## src/shared/rst_ctrl_map.svh

```systemverilog
// Register offsets, field positions, reset values and timing counts of the reset controller
`ifndef RST_CTRL_MAP_SVH
`define RST_CTRL_MAP_SVH

// ----------------------------------------------------------------------------
// Register offsets
// ----------------------------------------------------------------------------
`define OFS_CTRL        8'h00
`define OFS_WDOG        8'h04
`define OFS_WDOG_TMO    8'h08
`define OFS_LVM         8'h0C
`define OFS_STATUS      8'h10
`define OFS_PWR         8'h14

// ----------------------------------------------------------------------------
// Field positions
// ----------------------------------------------------------------------------
`define CTRL_SOFT_REQ   0
`define CTRL_SOFT_BLOCK 1
`define WDOG_EN         0
`define WDOG_KICK       1
`define LVM_DTRIP_LO    0
`define LVM_ATRIP_LO    4
`define LVM_DEN         8
`define LVM_AEN         9
`define LVM_HEN         10
`define STAT_EXT        0
`define STAT_SOFT       1
`define STAT_WDOG       2
`define STAT_DLV        3
`define STAT_ALV        4
`define STAT_AHV        5
`define PWR_POR_DONE    2

// ----------------------------------------------------------------------------
// Reset values and limits
// ----------------------------------------------------------------------------
`define WDOG_TMO_RST    16'hFFFF
`define LVI_TRIP_RST    4'h0
`define LVI_TRIP_MAX    4'hC
`define STATUS_RST      6'h00

// ----------------------------------------------------------------------------
// Timing
// ----------------------------------------------------------------------------
`define MCLK_MHZ        250
`define POR_MIN_NS      100
`define POR_MIN_CYC     ((`POR_MIN_NS * `MCLK_MHZ + 999) / 1000)

`endif

```

## src/shared/rst_ctrl_pkg.sv

```systemverilog
// Types shared by the reset controller and its bench
package rst_ctrl_pkg;

    // Global power state
    typedef enum logic [1:0] {
        MODE_ACTIVE = 2'b00,
        MODE_ALT    = 2'b01,
        MODE_SLEEP  = 2'b10,
        MODE_HIB    = 2'b11
    } pwr_mode_e;

    // Reset sequencer state
    typedef enum logic [1:0] {
        ST_HOLD    = 2'b00,
        ST_STRETCH = 2'b01,
        ST_RUN     = 2'b10
    } rst_state_e;

    // Supply presence flags from the analog side
    typedef struct packed {
        logic vddd_ok;
        logic vdda_ok;
        logic vddio1_ok;
    } supply_s;

    // Comparator outputs of the supply monitors
    typedef struct packed {
        logic vddd_below;
        logic vdda_below;
        logic vdda_above;
    } monitor_s;

    // Low and high voltage monitor setup
    typedef struct packed {
        logic       ahv_en;
        logic       alv_en;
        logic       dlv_en;
        logic [3:0] atrip;
        logic [3:0] dtrip;
    } lvm_cfg_s;

endpackage : rst_ctrl_pkg

```

## src/hdl/sys_reset_ctrl.sv

```systemverilog
// System reset merger, watchdog, supply monitor gating and reset status
// Summary of operation
// Pin held low keeps device in reset
// Pin reset behaves like power-on reset
// Pin reset works in sleep and hibernate
// Writing software request bit starts reset
// Software reset behaves like power-on reset
// Block bit suppresses software reset requests
// Watchdog timeout without restart resets system
// Power-on leaves watchdog disabled
// Watchdog enable cleared only by power-on
// Watchdog counts only in active state
// Power-on reset lasts at least 100 ns
// Detector off when stable; oscillator after supplies
// Supply monitors off until power-on completes
// Supply monitors off in low-power states
// Status records causes; cleared by power-on
// System reset clears block and peripheral registers
// Low trip settings stepped; lowest flags detect
// High voltage trip is fixed, not programmable
// Monitors raise interrupts when enabled and tripped
// Stay in reset until three supplies present
// Sources OR together; release after all drop
// Wake (except from hibernate) or reset returns state to active
`timescale 1ns/10ps
`include "rst_ctrl_map.svh"

module sys_reset_ctrl
    import rst_ctrl_pkg::*;
#(
    parameter int STRETCH_CYC = `POR_MIN_CYC,
    parameter int WDOG_W      = 16
) (
    input  wire logic        mclk,
    input  wire logic        rst_b,
    input  wire logic        clk_en,
    input  wire logic        ext_reset_n,
    input  wire supply_s     supplies,
    input  wire monitor_s    monitors,
    input  wire logic        periodic_wake_timewheel,
    input  wire logic [7:0]  reg_addr,
    input  wire logic [31:0] reg_wdata,
    input  wire logic        reg_wr,
    input  wire logic        reg_rd,
    output logic      [31:0] reg_rdata,
    output logic             sys_reset,
    output logic             por_det_en,
    output logic             main_osc_en,
    output pwr_mode_e        pwr_mode,
    output logic [3:0]       dlv_trip,
    output logic [3:0]       alv_trip,
    output logic             digital_low_volt_irq,
    output logic             analog_low_volt_irq,
    output logic             analog_high_volt_irq,
    output logic             low_volt_detect
);

    // ------------------------------------------------------------------------
    // Parameter checks
    // ------------------------------------------------------------------------
    // Stretch counter is 8 bits wide; timeout register fits a 32-bit word
    initial begin
        if (STRETCH_CYC < 1 || STRETCH_CYC > 255)
            $error("STRETCH_CYC must lie in 1..255");
        if (WDOG_W < 1 || WDOG_W > 32)
            $error("WDOG_W must lie in 1..32");
    end

    localparam logic [7:0] STRETCH_LAST = 8'(STRETCH_CYC - 1);

    // ------------------------------------------------------------------------
    // Declarations
    // ------------------------------------------------------------------------
    rst_state_e         state_q;
    logic [7:0]         stretch_q;
    logic               sys_reset_q, por_done_q, por_det_en_q, main_osc_en_q;
    logic               soft_pend_q, soft_block_q, wdog_en_q;
    logic [WDOG_W-1:0]  wdog_cnt_q, wdog_tmo_q;
    lvm_cfg_s           lvm_q;
    logic [5:0]         status_q, status_set, status_clr;
    pwr_mode_e          mode_q;
    logic               dlv_irq_q, alv_irq_q, ahv_irq_q, lvd_q;
    logic [31:0]        rdata_d, rdata_q;
    logic               supplies_ok, rst_src, wr_ok, kick;
    logic               wdog_run, wdog_fire, mon_on;

    // ------------------------------------------------------------------------
    // Reset source merge
    // ------------------------------------------------------------------------
    // Pin is not gated by power state, so it still works in low-power states
    assign supplies_ok = supplies.vddd_ok & supplies.vdda_ok & supplies.vddio1_ok;
    assign rst_src     = ~ext_reset_n | soft_pend_q | wdog_fire | ~supplies_ok;
    // Writes other than status clears are ignored while the system is held in reset
    assign wr_ok       = reg_wr & ~sys_reset_q;
    assign kick        = wr_ok && reg_addr == `OFS_WDOG && reg_wdata[`WDOG_KICK];

    // ------------------------------------------------------------------------
    // Reset sequencer, power-on bookkeeping and software reset
    // ------------------------------------------------------------------------
    // Every source goes through the same hold and stretch, so all look like power-on
    always_ff @(posedge mclk or negedge rst_b) begin
        if (!rst_b) begin
            state_q     <= ST_HOLD;
            stretch_q   <= 8'h00;
            sys_reset_q <= 1'b1;
        end else if (clk_en) begin
            case (state_q)
                ST_HOLD: begin
                    stretch_q <= 8'h00;
                    if (!rst_src)
                        state_q <= ST_STRETCH;
                end
                ST_STRETCH: begin
                    if (rst_src) begin
                        state_q <= ST_HOLD;
                    end else if (stretch_q == STRETCH_LAST) begin
                        state_q     <= ST_RUN;
                        sys_reset_q <= 1'b0;
                    end else begin
                        stretch_q <= stretch_q + 8'h01;
                    end
                end
                ST_RUN: begin
                    if (rst_src) begin
                        state_q     <= ST_HOLD;
                        sys_reset_q <= 1'b1;
                    end
                end
                default: begin
                    state_q     <= ST_HOLD;
                    sys_reset_q <= 1'b1;
                end
            endcase
        end
    end

    // Detector stays on until the digital supply is seen stable; saves power later
    always_ff @(posedge mclk or negedge rst_b) begin
        if (!rst_b) begin
            por_done_q    <= 1'b0;
            por_det_en_q  <= 1'b1;
            main_osc_en_q <= 1'b0;
        end else if (clk_en) begin
            if (state_q == ST_RUN)
                por_done_q <= 1'b1;
            if (supplies.vddd_ok)
                por_det_en_q <= 1'b0;
            if (supplies_ok)
                main_osc_en_q <= 1'b1;
        end
    end

    // Request is taken by the sequencer, then drops once reset is asserted
    always_ff @(posedge mclk or negedge rst_b) begin
        if (!rst_b) begin
            soft_pend_q  <= 1'b0;
            soft_block_q <= 1'b0;
        end else if (clk_en) begin
            if (sys_reset_q) begin
                soft_pend_q  <= 1'b0;
                soft_block_q <= 1'b0;
            end else if (wr_ok && reg_addr == `OFS_CTRL) begin
                soft_block_q <= reg_wdata[`CTRL_SOFT_BLOCK];
                if (reg_wdata[`CTRL_SOFT_REQ] && !soft_block_q)
                    soft_pend_q <= 1'b1;
            end
        end
    end

    // ------------------------------------------------------------------------
    // Watchdog and power state
    // ------------------------------------------------------------------------
    // Enable is sticky and survives system reset; only power-on clears it
    always_ff @(posedge mclk or negedge rst_b) begin
        if (!rst_b) begin
            wdog_en_q <= 1'b0;
        end else if (clk_en) begin
            if (wr_ok && reg_addr == `OFS_WDOG && reg_wdata[`WDOG_EN])
                wdog_en_q <= 1'b1;
        end
    end

    assign wdog_run  = wdog_en_q & (mode_q == MODE_ACTIVE) & ~sys_reset_q;
    assign wdog_fire = wdog_run & ~kick & (wdog_cnt_q >= wdog_tmo_q);
    // Counter frozen outside active state, so it gives no cover in sleep
    always_ff @(posedge mclk or negedge rst_b) begin
        if (!rst_b) begin
            wdog_cnt_q <= '0;
            wdog_tmo_q <= WDOG_W'(`WDOG_TMO_RST);
        end else if (clk_en) begin
            if (sys_reset_q) begin
                wdog_cnt_q <= '0;
                wdog_tmo_q <= WDOG_W'(`WDOG_TMO_RST);
            end else begin
                if (wr_ok && reg_addr == `OFS_WDOG_TMO)
                    wdog_tmo_q <= reg_wdata[WDOG_W-1:0];
                if (wdog_run)
                    wdog_cnt_q <= kick ? '0 : wdog_cnt_q + 1'b1;
            end
        end
    end

    // Hibernate is left through reset or a power register write; a timewheel wake cannot reach it
    always_ff @(posedge mclk or negedge rst_b) begin
        if (!rst_b) begin
            mode_q <= MODE_ACTIVE;
        end else if (clk_en) begin
            if (sys_reset_q)
                mode_q <= MODE_ACTIVE;
            else if (periodic_wake_timewheel && mode_q != MODE_HIB)
                mode_q <= MODE_ACTIVE;
            else if (wr_ok && reg_addr == `OFS_PWR)
                mode_q <= pwr_mode_e'(reg_wdata[1:0]);
        end
    end

    // ------------------------------------------------------------------------
    // Supply monitor setup and interrupts
    // ------------------------------------------------------------------------
    assign mon_on = por_done_q & (mode_q == MODE_ACTIVE || mode_q == MODE_ALT);
    // Out-of-range trip codes clamp to the top step rather than wrap
    always_ff @(posedge mclk or negedge rst_b) begin
        if (!rst_b) begin
            lvm_q <= '{ahv_en: 1'b0, alv_en: 1'b0, dlv_en: 1'b0,
                       atrip: `LVI_TRIP_RST, dtrip: `LVI_TRIP_RST};
        end else if (clk_en) begin
            if (sys_reset_q) begin
                lvm_q <= '{ahv_en: 1'b0, alv_en: 1'b0, dlv_en: 1'b0,
                           atrip: `LVI_TRIP_RST, dtrip: `LVI_TRIP_RST};
            end else if (wr_ok && reg_addr == `OFS_LVM) begin
                lvm_q.dtrip  <= (reg_wdata[`LVM_DTRIP_LO +: 4] > `LVI_TRIP_MAX) ?
                                `LVI_TRIP_MAX : reg_wdata[`LVM_DTRIP_LO +: 4];
                lvm_q.atrip  <= (reg_wdata[`LVM_ATRIP_LO +: 4] > `LVI_TRIP_MAX) ?
                                `LVI_TRIP_MAX : reg_wdata[`LVM_ATRIP_LO +: 4];
                lvm_q.dlv_en <= reg_wdata[`LVM_DEN];
                lvm_q.alv_en <= reg_wdata[`LVM_AEN];
                lvm_q.ahv_en <= reg_wdata[`LVM_HEN];
            end
        end
    end

    // High trip has no setting here: the comparator level is fixed in analog
    always_ff @(posedge mclk or negedge rst_b) begin
        if (!rst_b) begin
            dlv_irq_q <= 1'b0;
            alv_irq_q <= 1'b0;
            ahv_irq_q <= 1'b0;
            lvd_q     <= 1'b0;
        end else if (clk_en) begin
            dlv_irq_q <= mon_on & lvm_q.dlv_en & monitors.vddd_below;
            alv_irq_q <= mon_on & lvm_q.alv_en & monitors.vdda_below;
            ahv_irq_q <= mon_on & lvm_q.ahv_en & monitors.vdda_above;
            lvd_q     <= mon_on & ((lvm_q.dtrip == 4'h0 & monitors.vddd_below) |
                                   (lvm_q.atrip == 4'h0 & monitors.vdda_below));
        end
    end

    // ------------------------------------------------------------------------
    // Reset status
    // ------------------------------------------------------------------------
    // Write one to clear; a cause arriving in the clearing cycle still sticks
    assign status_set = {ahv_irq_q, alv_irq_q, dlv_irq_q, wdog_fire,
                         soft_pend_q, ~ext_reset_n};
    assign status_clr = (reg_wr && reg_addr == `OFS_STATUS) ? reg_wdata[5:0] : 6'h00;

    always_ff @(posedge mclk or negedge rst_b) begin
        if (!rst_b)
            status_q <= `STATUS_RST;
        else if (clk_en)
            status_q <= (status_q & ~status_clr) | status_set;
    end

    // ------------------------------------------------------------------------
    // Register read port
    // ------------------------------------------------------------------------
    always_comb begin
        rdata_d = 32'h0000_0000;
        case (reg_addr)
            `OFS_CTRL:     rdata_d[`CTRL_SOFT_BLOCK] = soft_block_q;
            `OFS_WDOG:     rdata_d[`WDOG_EN] = wdog_en_q;
            `OFS_WDOG_TMO: rdata_d[WDOG_W-1:0] = wdog_tmo_q;
            `OFS_LVM:      rdata_d[10:0] = lvm_q;
            `OFS_STATUS:   rdata_d[5:0] = status_q;
            `OFS_PWR: begin
                rdata_d[1:0]           = mode_q;
                rdata_d[`PWR_POR_DONE] = por_done_q;
            end
            default:       rdata_d = 32'h0000_0000;
        endcase
    end

    // Data stand only in the cycle after the strobe
    always_ff @(posedge mclk or negedge rst_b) begin
        if (!rst_b)
            rdata_q <= 32'h0000_0000;
        else if (clk_en)
            rdata_q <= reg_rd ? rdata_d : 32'h0000_0000;
    end

    // ------------------------------------------------------------------------
    // Outputs
    // ------------------------------------------------------------------------
    assign reg_rdata            = rdata_q;
    assign sys_reset            = sys_reset_q;
    assign por_det_en           = por_det_en_q;
    assign main_osc_en          = main_osc_en_q;
    assign pwr_mode             = mode_q;
    assign dlv_trip             = lvm_q.dtrip;
    assign alv_trip             = lvm_q.atrip;
    assign digital_low_volt_irq = dlv_irq_q;
    assign analog_low_volt_irq  = alv_irq_q;
    assign analog_high_volt_irq = ahv_irq_q;
    assign low_volt_detect      = lvd_q;
endmodule : sys_reset_ctrl

```

## config.mk

```make
export PLATFORM = sky130hd
export DESIGN_NAME = sys_reset_ctrl
export DESIGN_NICKNAME = d
export VERILOG_FILES = /design/src/shared/rst_ctrl_pkg.sv /design/src/hdl/sys_reset_ctrl.sv
export VERILOG_INCLUDE_DIRS = /design/src /design/src/shared
export SDC_FILE = /design/constraint.sdc
export NUM_CORES = 1
export LEC_CHECK = 0
export BUFFER_PORTS_ARGS = -buffer_cell sky130_fd_sc_hd__buf_4
export CORE_AREA = 4 4 103 105
export CTS_BUF_LIST = sky130_fd_sc_hd__clkbuf_4 sky130_fd_sc_hd__clkbuf_8
export DETAILED_ROUTE_END_ITERATION = 10
export DIE_AREA = 0 0 107 109
export GPL_TIMING_DRIVEN = 0
export PLACE_DENSITY = 0.76
export SYNTH_ARGS = -nofsm -noshare
export SYNTH_HDL_FRONTEND = slang
export SYNTH_SLANG_ARGS = --single-unit
```

## constraint.sdc

```tcl
create_clock -name mclk -period 2.45 [get_ports mclk]
set_input_delay 0.3675 -clock mclk [delete_from_list [all_inputs] [get_ports mclk]]
set_output_delay 0.3675 -clock mclk [all_outputs]
set_load 0.05 [all_outputs]
```

* After elaboration in Yosys (flattened, before gate mapping)
Cells that the tools add are included.
** Word-level totals
- Bits in registers :: 104
- Bits in latches :: 0
- Bits in writable memories :: 0
- ROM bits :: 0
- Memories :: 0
** Operators by class
- Add/sub/neg operators :: 2
- Multiply operators :: 0
- Div/mod/pow operators :: 0
- Order comparisons :: 3
- Equal/unequal tests :: 16
- Shifts and indexed selects :: 0
- Mux-type cells :: 37
- Bitwise gates (word level) :: 29
- Reductions and logical operators :: 37
** Operators by type and width (count)
- two-way mux 16 bit :: 6
- equality test 8 x 5 -> 1 bit, second input constant :: 3
- two-way mux 11 bit :: 2
- AND reduction 2 bit :: 9
- bitwise AND 1 bit :: 17
- adder 16 x 1 -> 16 bit, second input constant :: 1
- equality test 8 x 4 -> 1 bit, second input constant :: 2
- greater-or-equal comparator 16 bit :: 1
- two-way mux 8 bit :: 2
- case mux 8 bit (2 select lines) :: 1
- two-way mux 2 bit :: 7
- inequality test 2 bit, second input constant :: 6
- nonzero test 2 bit :: 6
- logical AND 1 bit :: 10
- case mux 1 bit (5 select lines) :: 2
- case mux 5 bit (2 select lines) :: 1
- case mux 3 bit (3 select lines) :: 1
- adder 8 x 1 -> 8 bit, second input constant :: 1
- equality test 8 x 3 -> 1 bit, second input constant :: 1
- greater-than comparator 4 bit, second input constant :: 2
- zero test 4 bit :: 2
- zero test 8 bit :: 1
- two-way mux 1 bit :: 8
- two-way mux 4 bit :: 2
- other kinds (20) :: 30

* Logic depth before layout (Yosys ltp)
- Depth in word-level cells :: 11
- Gate-level depth with buffers :: 10

* Least setup slack after synthesis
OpenSTA, ideal clock, no wires.
- Path kind :: flip-flop to flip-flop
- Start :: register wdog_tmo_q[0]
- End :: register stretch_q[5]
- Arrival time :: 2.461 ns
- Required time :: 2.317 ns
- Slack :: -0.144 ns
- Cell stages (with the launch flop) :: 10
- Period minus slack after synthesis :: 2.594 ns
- Path through :: dfstp_2 ha_1 nand2b_1 a2111oi_0 or3_1 o211ai_1 a2111o_1 clkbuf_1 o311ai_1 nand3_1
** On the way
- Longest elaborated chain between the ends :: 6
** Ends and longest elaborated chain
- from (decl) :: RTL line sys_reset_ctrl.sv:78 : logic [WDOG_W-1:0] wdog_cnt_q, wdog_tmo_q;
- from (signal assigned) :: RTL line sys_reset_ctrl.sv:189 : wdog_tmo_q <= WDOG_W'(`WDOG_TMO_RST);
- from (signal assigned) :: RTL line sys_reset_ctrl.sv:193 : wdog_tmo_q <= WDOG_W'(`WDOG_TMO_RST);
- from (signal assigned) :: RTL line sys_reset_ctrl.sv:196 : wdog_tmo_q <= reg_wdata[WDOG_W-1:0];
- greater-or-equal comparator 16 bit :: RTL line sys_reset_ctrl.sv:184 : assign wdog_fire = wdog_run & ~kick & (wdog_cnt_q >= wdog_tmo_q);
- bitwise AND 1 bit :: RTL line sys_reset_ctrl.sv:184
- bitwise OR 1 bit (2 in series) :: RTL line sys_reset_ctrl.sv:92 : assign rst_src = ~ext_reset_n | soft_pend_q | wdog_fire | ~supplies_ok;
- inequality test 2 bit (no source line)
- AND reduction 4 bit (no source line)
- to (signal assigned) :: RTL line sys_reset_ctrl.sv:120 : stretch_q <= stretch_q + 8'h01;
- to (decl) :: RTL line sys_reset_ctrl.sv:75 : logic [7:0] stretch_q;
No other way between the ends.
A chain may end at the register's enable or synchronous reset.

* Final worst setup path
- Start :: register wdog_tmo_q[12]
- End :: register stretch_q[4]
The elaborated chain is that of the path after synthesis.

==> flow_metrics.py <==
metrics = {
    "route": {
        "drt_first_pass_iters": 5,
        "avgRoutedWirePerCell_um": 16.37,
        "drtIter0Drc": 255,
        "drc": 0,
        "routed_via_density": 5.546,
        "via_count": 4226,
        "final_antenna_net_count": 0,
        "routed_wl_mm": 12.48,
    },
    "synth": {
        "async_reset_ff_frac": 1.000,
        "ys_seq_elements": 88,
        "synth_top_family_by_area": "compound AO/OA/AOI/OAI gates",
        "seq_area_frac_synth": 0.4674,
        "yosysWarnings": 0,
        "synth_edf_count": 0,
        "yosys_most_used_dff": "dfrtp_1",
        "syn-cell-area_mm2": 0.004760,
        "synth-xor-area-share": 0.003680,
        "synthCells": 515,
        "synthMuxAreaShare": 0.02156,
        "synth_cell_types": 51,
        "synth.avg_cell_area_um2": 9.242,
        "synth_simple_gate_area_frac": 0.1706,
        "synth_fa_ha_area_frac": 0.04995,
        "synth-compound-area-share": 0.1969,
    },
    "global_routing": {
        "grt_max_degree": 89,
        "grt_use_met3": 0.03848,
        "overflow": 0,
        "first_global_vias": 4144,
        "grt_use_met1": 0.2890,
        "grt.busiest_layer": "met2",
        "grt.total_usage": 0.2119,
        "use_met2": 0.3476,
        "grt_pass1_wl_mm": 19.84,
        "antenna_found_initial": 0,
    },
    "clock_network": {
        "cts_root_buf": "clkbuf_8",
        "cts_tree": "built",
        "cts.path.max_buffers": 2,
        "ctsHtreeMaxLevel": 3,
        "clkLatencyLatePin_ns": 0.37,
        "cts_sinks": 88,
        "clk_pin_slew_ns": 0.10,
        "cts_buffers": 9,
    },
    "power_and_ir_drop": {
        "ir_drop_v": 0.0003585,
        "p_total_mw": 2.747,
        "power.static_leakage_nw": 2.802,
        "powerDensity_mw_per_mm2": 456.1,
    },
    "die": {
        "die_y_um": 109,
        "fp.dieW_um": 107,
        "die-area_mm2": 0.01166,
        "row_count": 36,
        "core_area_mm2": 0.009639,
        "ios": 102,
        "initial_core_util": 0.4938,
    },
    "sta": {
        "hold_viol_final": 0,
        "grt_setup_unrepaired": "true",
        "tightest_slew_ns": 1.107,
        "min_period_ns": 2.803,
        "setup_viol": 11,
        "fin_crit_sh": 1.144,
        "finalMaxSlewViolations": 0,
        "fin_ws_ns": -0.3534,
        "max_freq_mhz": 356.7,
        "slew_headroom": 0.2620,
        "fin_skew_ns": 0.01191,
    },
    "finish": {
        "nets": 696,
        "final_area_mm2": 0.006023,
        "area_growth_pct": 26.55,
        "n_antenna_cell": 0,
        "drive_gt1_frac": 0.2814,
    },
    "placed_design": {
        "dp.final_hpwl_mm": 8.803,
        "place_congestion": 0.8691,
        "place_area_mm2": 0.005503,
        "port_buffers": 68,
    },
    "critical_path": {
        "start_kind": "flip-flop",
        "cp-end-kind": "flip-flop",
        "critPathKind": "reg2reg",
        "cp_data_required_time_ns": 2.76,
        "cp.arrival_ns": 3.12,
        "r2r_setup_slack_ns": -0.35,
        "path_max_fanout": 6,
    },
    "worst_hold_path": {
        "worstHoldPathType": "in2reg",
    },
    "outcome": {
        "violations": "negative setup slack",
        "status": "finished, violations left",
    },
    "job": {
        "maxCapViolCount": 0,
    },
}
-- path summary, 6_finish.rpt --
kind	from	cells after the start	end
worst min register to register	por_det_en$_DFFE_PN1P_	1	por_det_en$_DFFE_PN1P_
max in group asynchronous	rst_b	1	dlv_trip[0]$_DFFE_PN0P_
worst min-delay path	supplies[2]	2	por_det_en$_DFFE_PN1P_
worst max-delay path	wdog_tmo_q[12]$_DFFE_PN1P_	10	stretch_q[4]$_DFFE_PN0P_
worst max register to register	wdog_tmo_q[12]$_DFFE_PN1P_	10	stretch_q[4]$_DFFE_PN0P_
min in group asynchronous	rst_b	1	wdog_cnt_q[4]$_DFFE_PN0P_
-- repair_timing --
action / CTS / global route
setup endpoints to repair: 11 / 23
hold buffers: 0 / 0
pin swaps: 13 / 8
cloned: 1 / 0
buffers inserted: 10 / 4
resized for setup: 20 / 23
hold endpoints to repair: 0 / 0
-- metal layers --
layer / up-vias / wire, um
met1: 2060 / 5428
met3: 24 / 678
li1: 2003 / -
met2: 139 / 6156
met5: - / 0
met4: 0 / 214
-- logic make-up (layout without fill, tap and decap cells) --
logic type,Yosys count,count (layout)
and+or+nand+nor,166,166
AOI/OAI and AO/OA,140,140
buffers and inverters,89,188
DFF,88,88
adders and majority gates,19,19
muxes,10,10
xor gates and xnor gates,2,2
other,1,16
-- stage by stage --
step           hold slack (ns)  worst slack, ns  std cells  setup TNS (ns)  utilization
6_report                0.1631          -0.3534        762          -2.945       0.6249
5_1_grt                 0.1677          -0.4617        762          -4.312       0.6249
4_1_cts                 0.1469          -0.3547        758          -2.904       0.6136
3_5_place_dp            0.4778          -0.5412        731          -7.148       0.5709
3_3_place_gp            0.4537          -0.4851        731          -6.494       0.5709
2_1_floorplan          0.07191         -0.04525        530        -0.08066            -
-- Yosys cell counts, types with 8 or more instances --
cell      number  area [um2]
nand3_1       18       90.09
nand2_1       62       232.7
o21ai_0       50       250.2
o22ai_1       12       75.07
nor2b_1        8       50.05
a22o_1        16       140.1
clkbuf_1      17       63.81
dfstp_2       18       473.0
inv_1         44       165.2
o22a_1        16       140.1
dfrtp_1       70        1752
a21oi_1       13       65.06
buf_4         24       180.2
nor3_1         8       40.04
mux2i_1        8       80.08
ha_1          19       237.7
nor2_1        27       101.4
-- cell type report --
| cell class | count | area, um2 |
|---|---|---|
| plain buffers | 45 | 271.5 |
| clock buffers | 9 | 123.9 |
| clock inverters | 7 | 75.07 |
| fillers | 821 | 3616 |
| inverters | 44 | 165.2 |
| multi-input cells | 353 | 2359 |
| flip-flops and latches | 88 | 2225 |
| well taps | 133 | 166.4 |
| repair buffers | 83 | 638.1 |
-- sequential cells by signal (all words and copies together), names as in the netlist, 2 cells and up --
| signal | flops |
|---|---|
| reg_rdata | 16 |
| wdog_cnt_q | 16 |
| wdog_tmo_q | 16 |
| stretch_q | 8 |
| status_q | 6 |
| alv_trip | 4 |
| dlv_trip | 4 |
| lvm_q | 3 |
| pwr_mode | 2 |
| state_q | 2 |
-- critical path, stage by stage, from the launching register on --
cell	delay, ns
dfstp_2	0.56
inv_2	0.05
ha_4	0.20
nand4_1	0.17
nor3_2	0.07
nor4_2	0.32
o211ai_1	0.21
a2111o_1	0.53
buf_6	0.18
or4_4	0.41
nand3_2	0.07
-- power by group --
part / switching, mW / leakage (nW) / internal [mW] / total, mW
Sequential: 0.00641 / 1.15 / 1.46 / 1.47
Clock: 0.605 / 0.0985 / 0.404 / 1.01
Combinational: 0.181 / 1.56 / 0.0896 / 0.270
Total: 0.792 / 2.80 / 1.95 / 2.75
-- cell usage in the layout, fill, tap and decap left out, types with 5 or more instances in the layout --
master    Yosys  layout
inv_2         0       5
o211ai_1      6       6
clkbuf_1     17      15
nand3_1      18      17
o21ai_0      50      48
inv_1        44      39
mux2i_1       8       8
dfrtp_1      70      70
clkbuf_8      0       9
ha_1         19      12
nand2_1      62      61
dfstp_2      18      18
o22a_1       16      16
a22o_1       16      16
a21oi_1      13      11
buf_4        24     103
nor2_1       27      27
nand2b_1      7       7
ha_4          0       6
conb_1        1      16
nand4_1       5       5
and3_1        5       5
nor2b_1       8       8
o22ai_1      12      11
nor3_1        8       5
No activity file was read; power rests on OpenSTA's default activity.
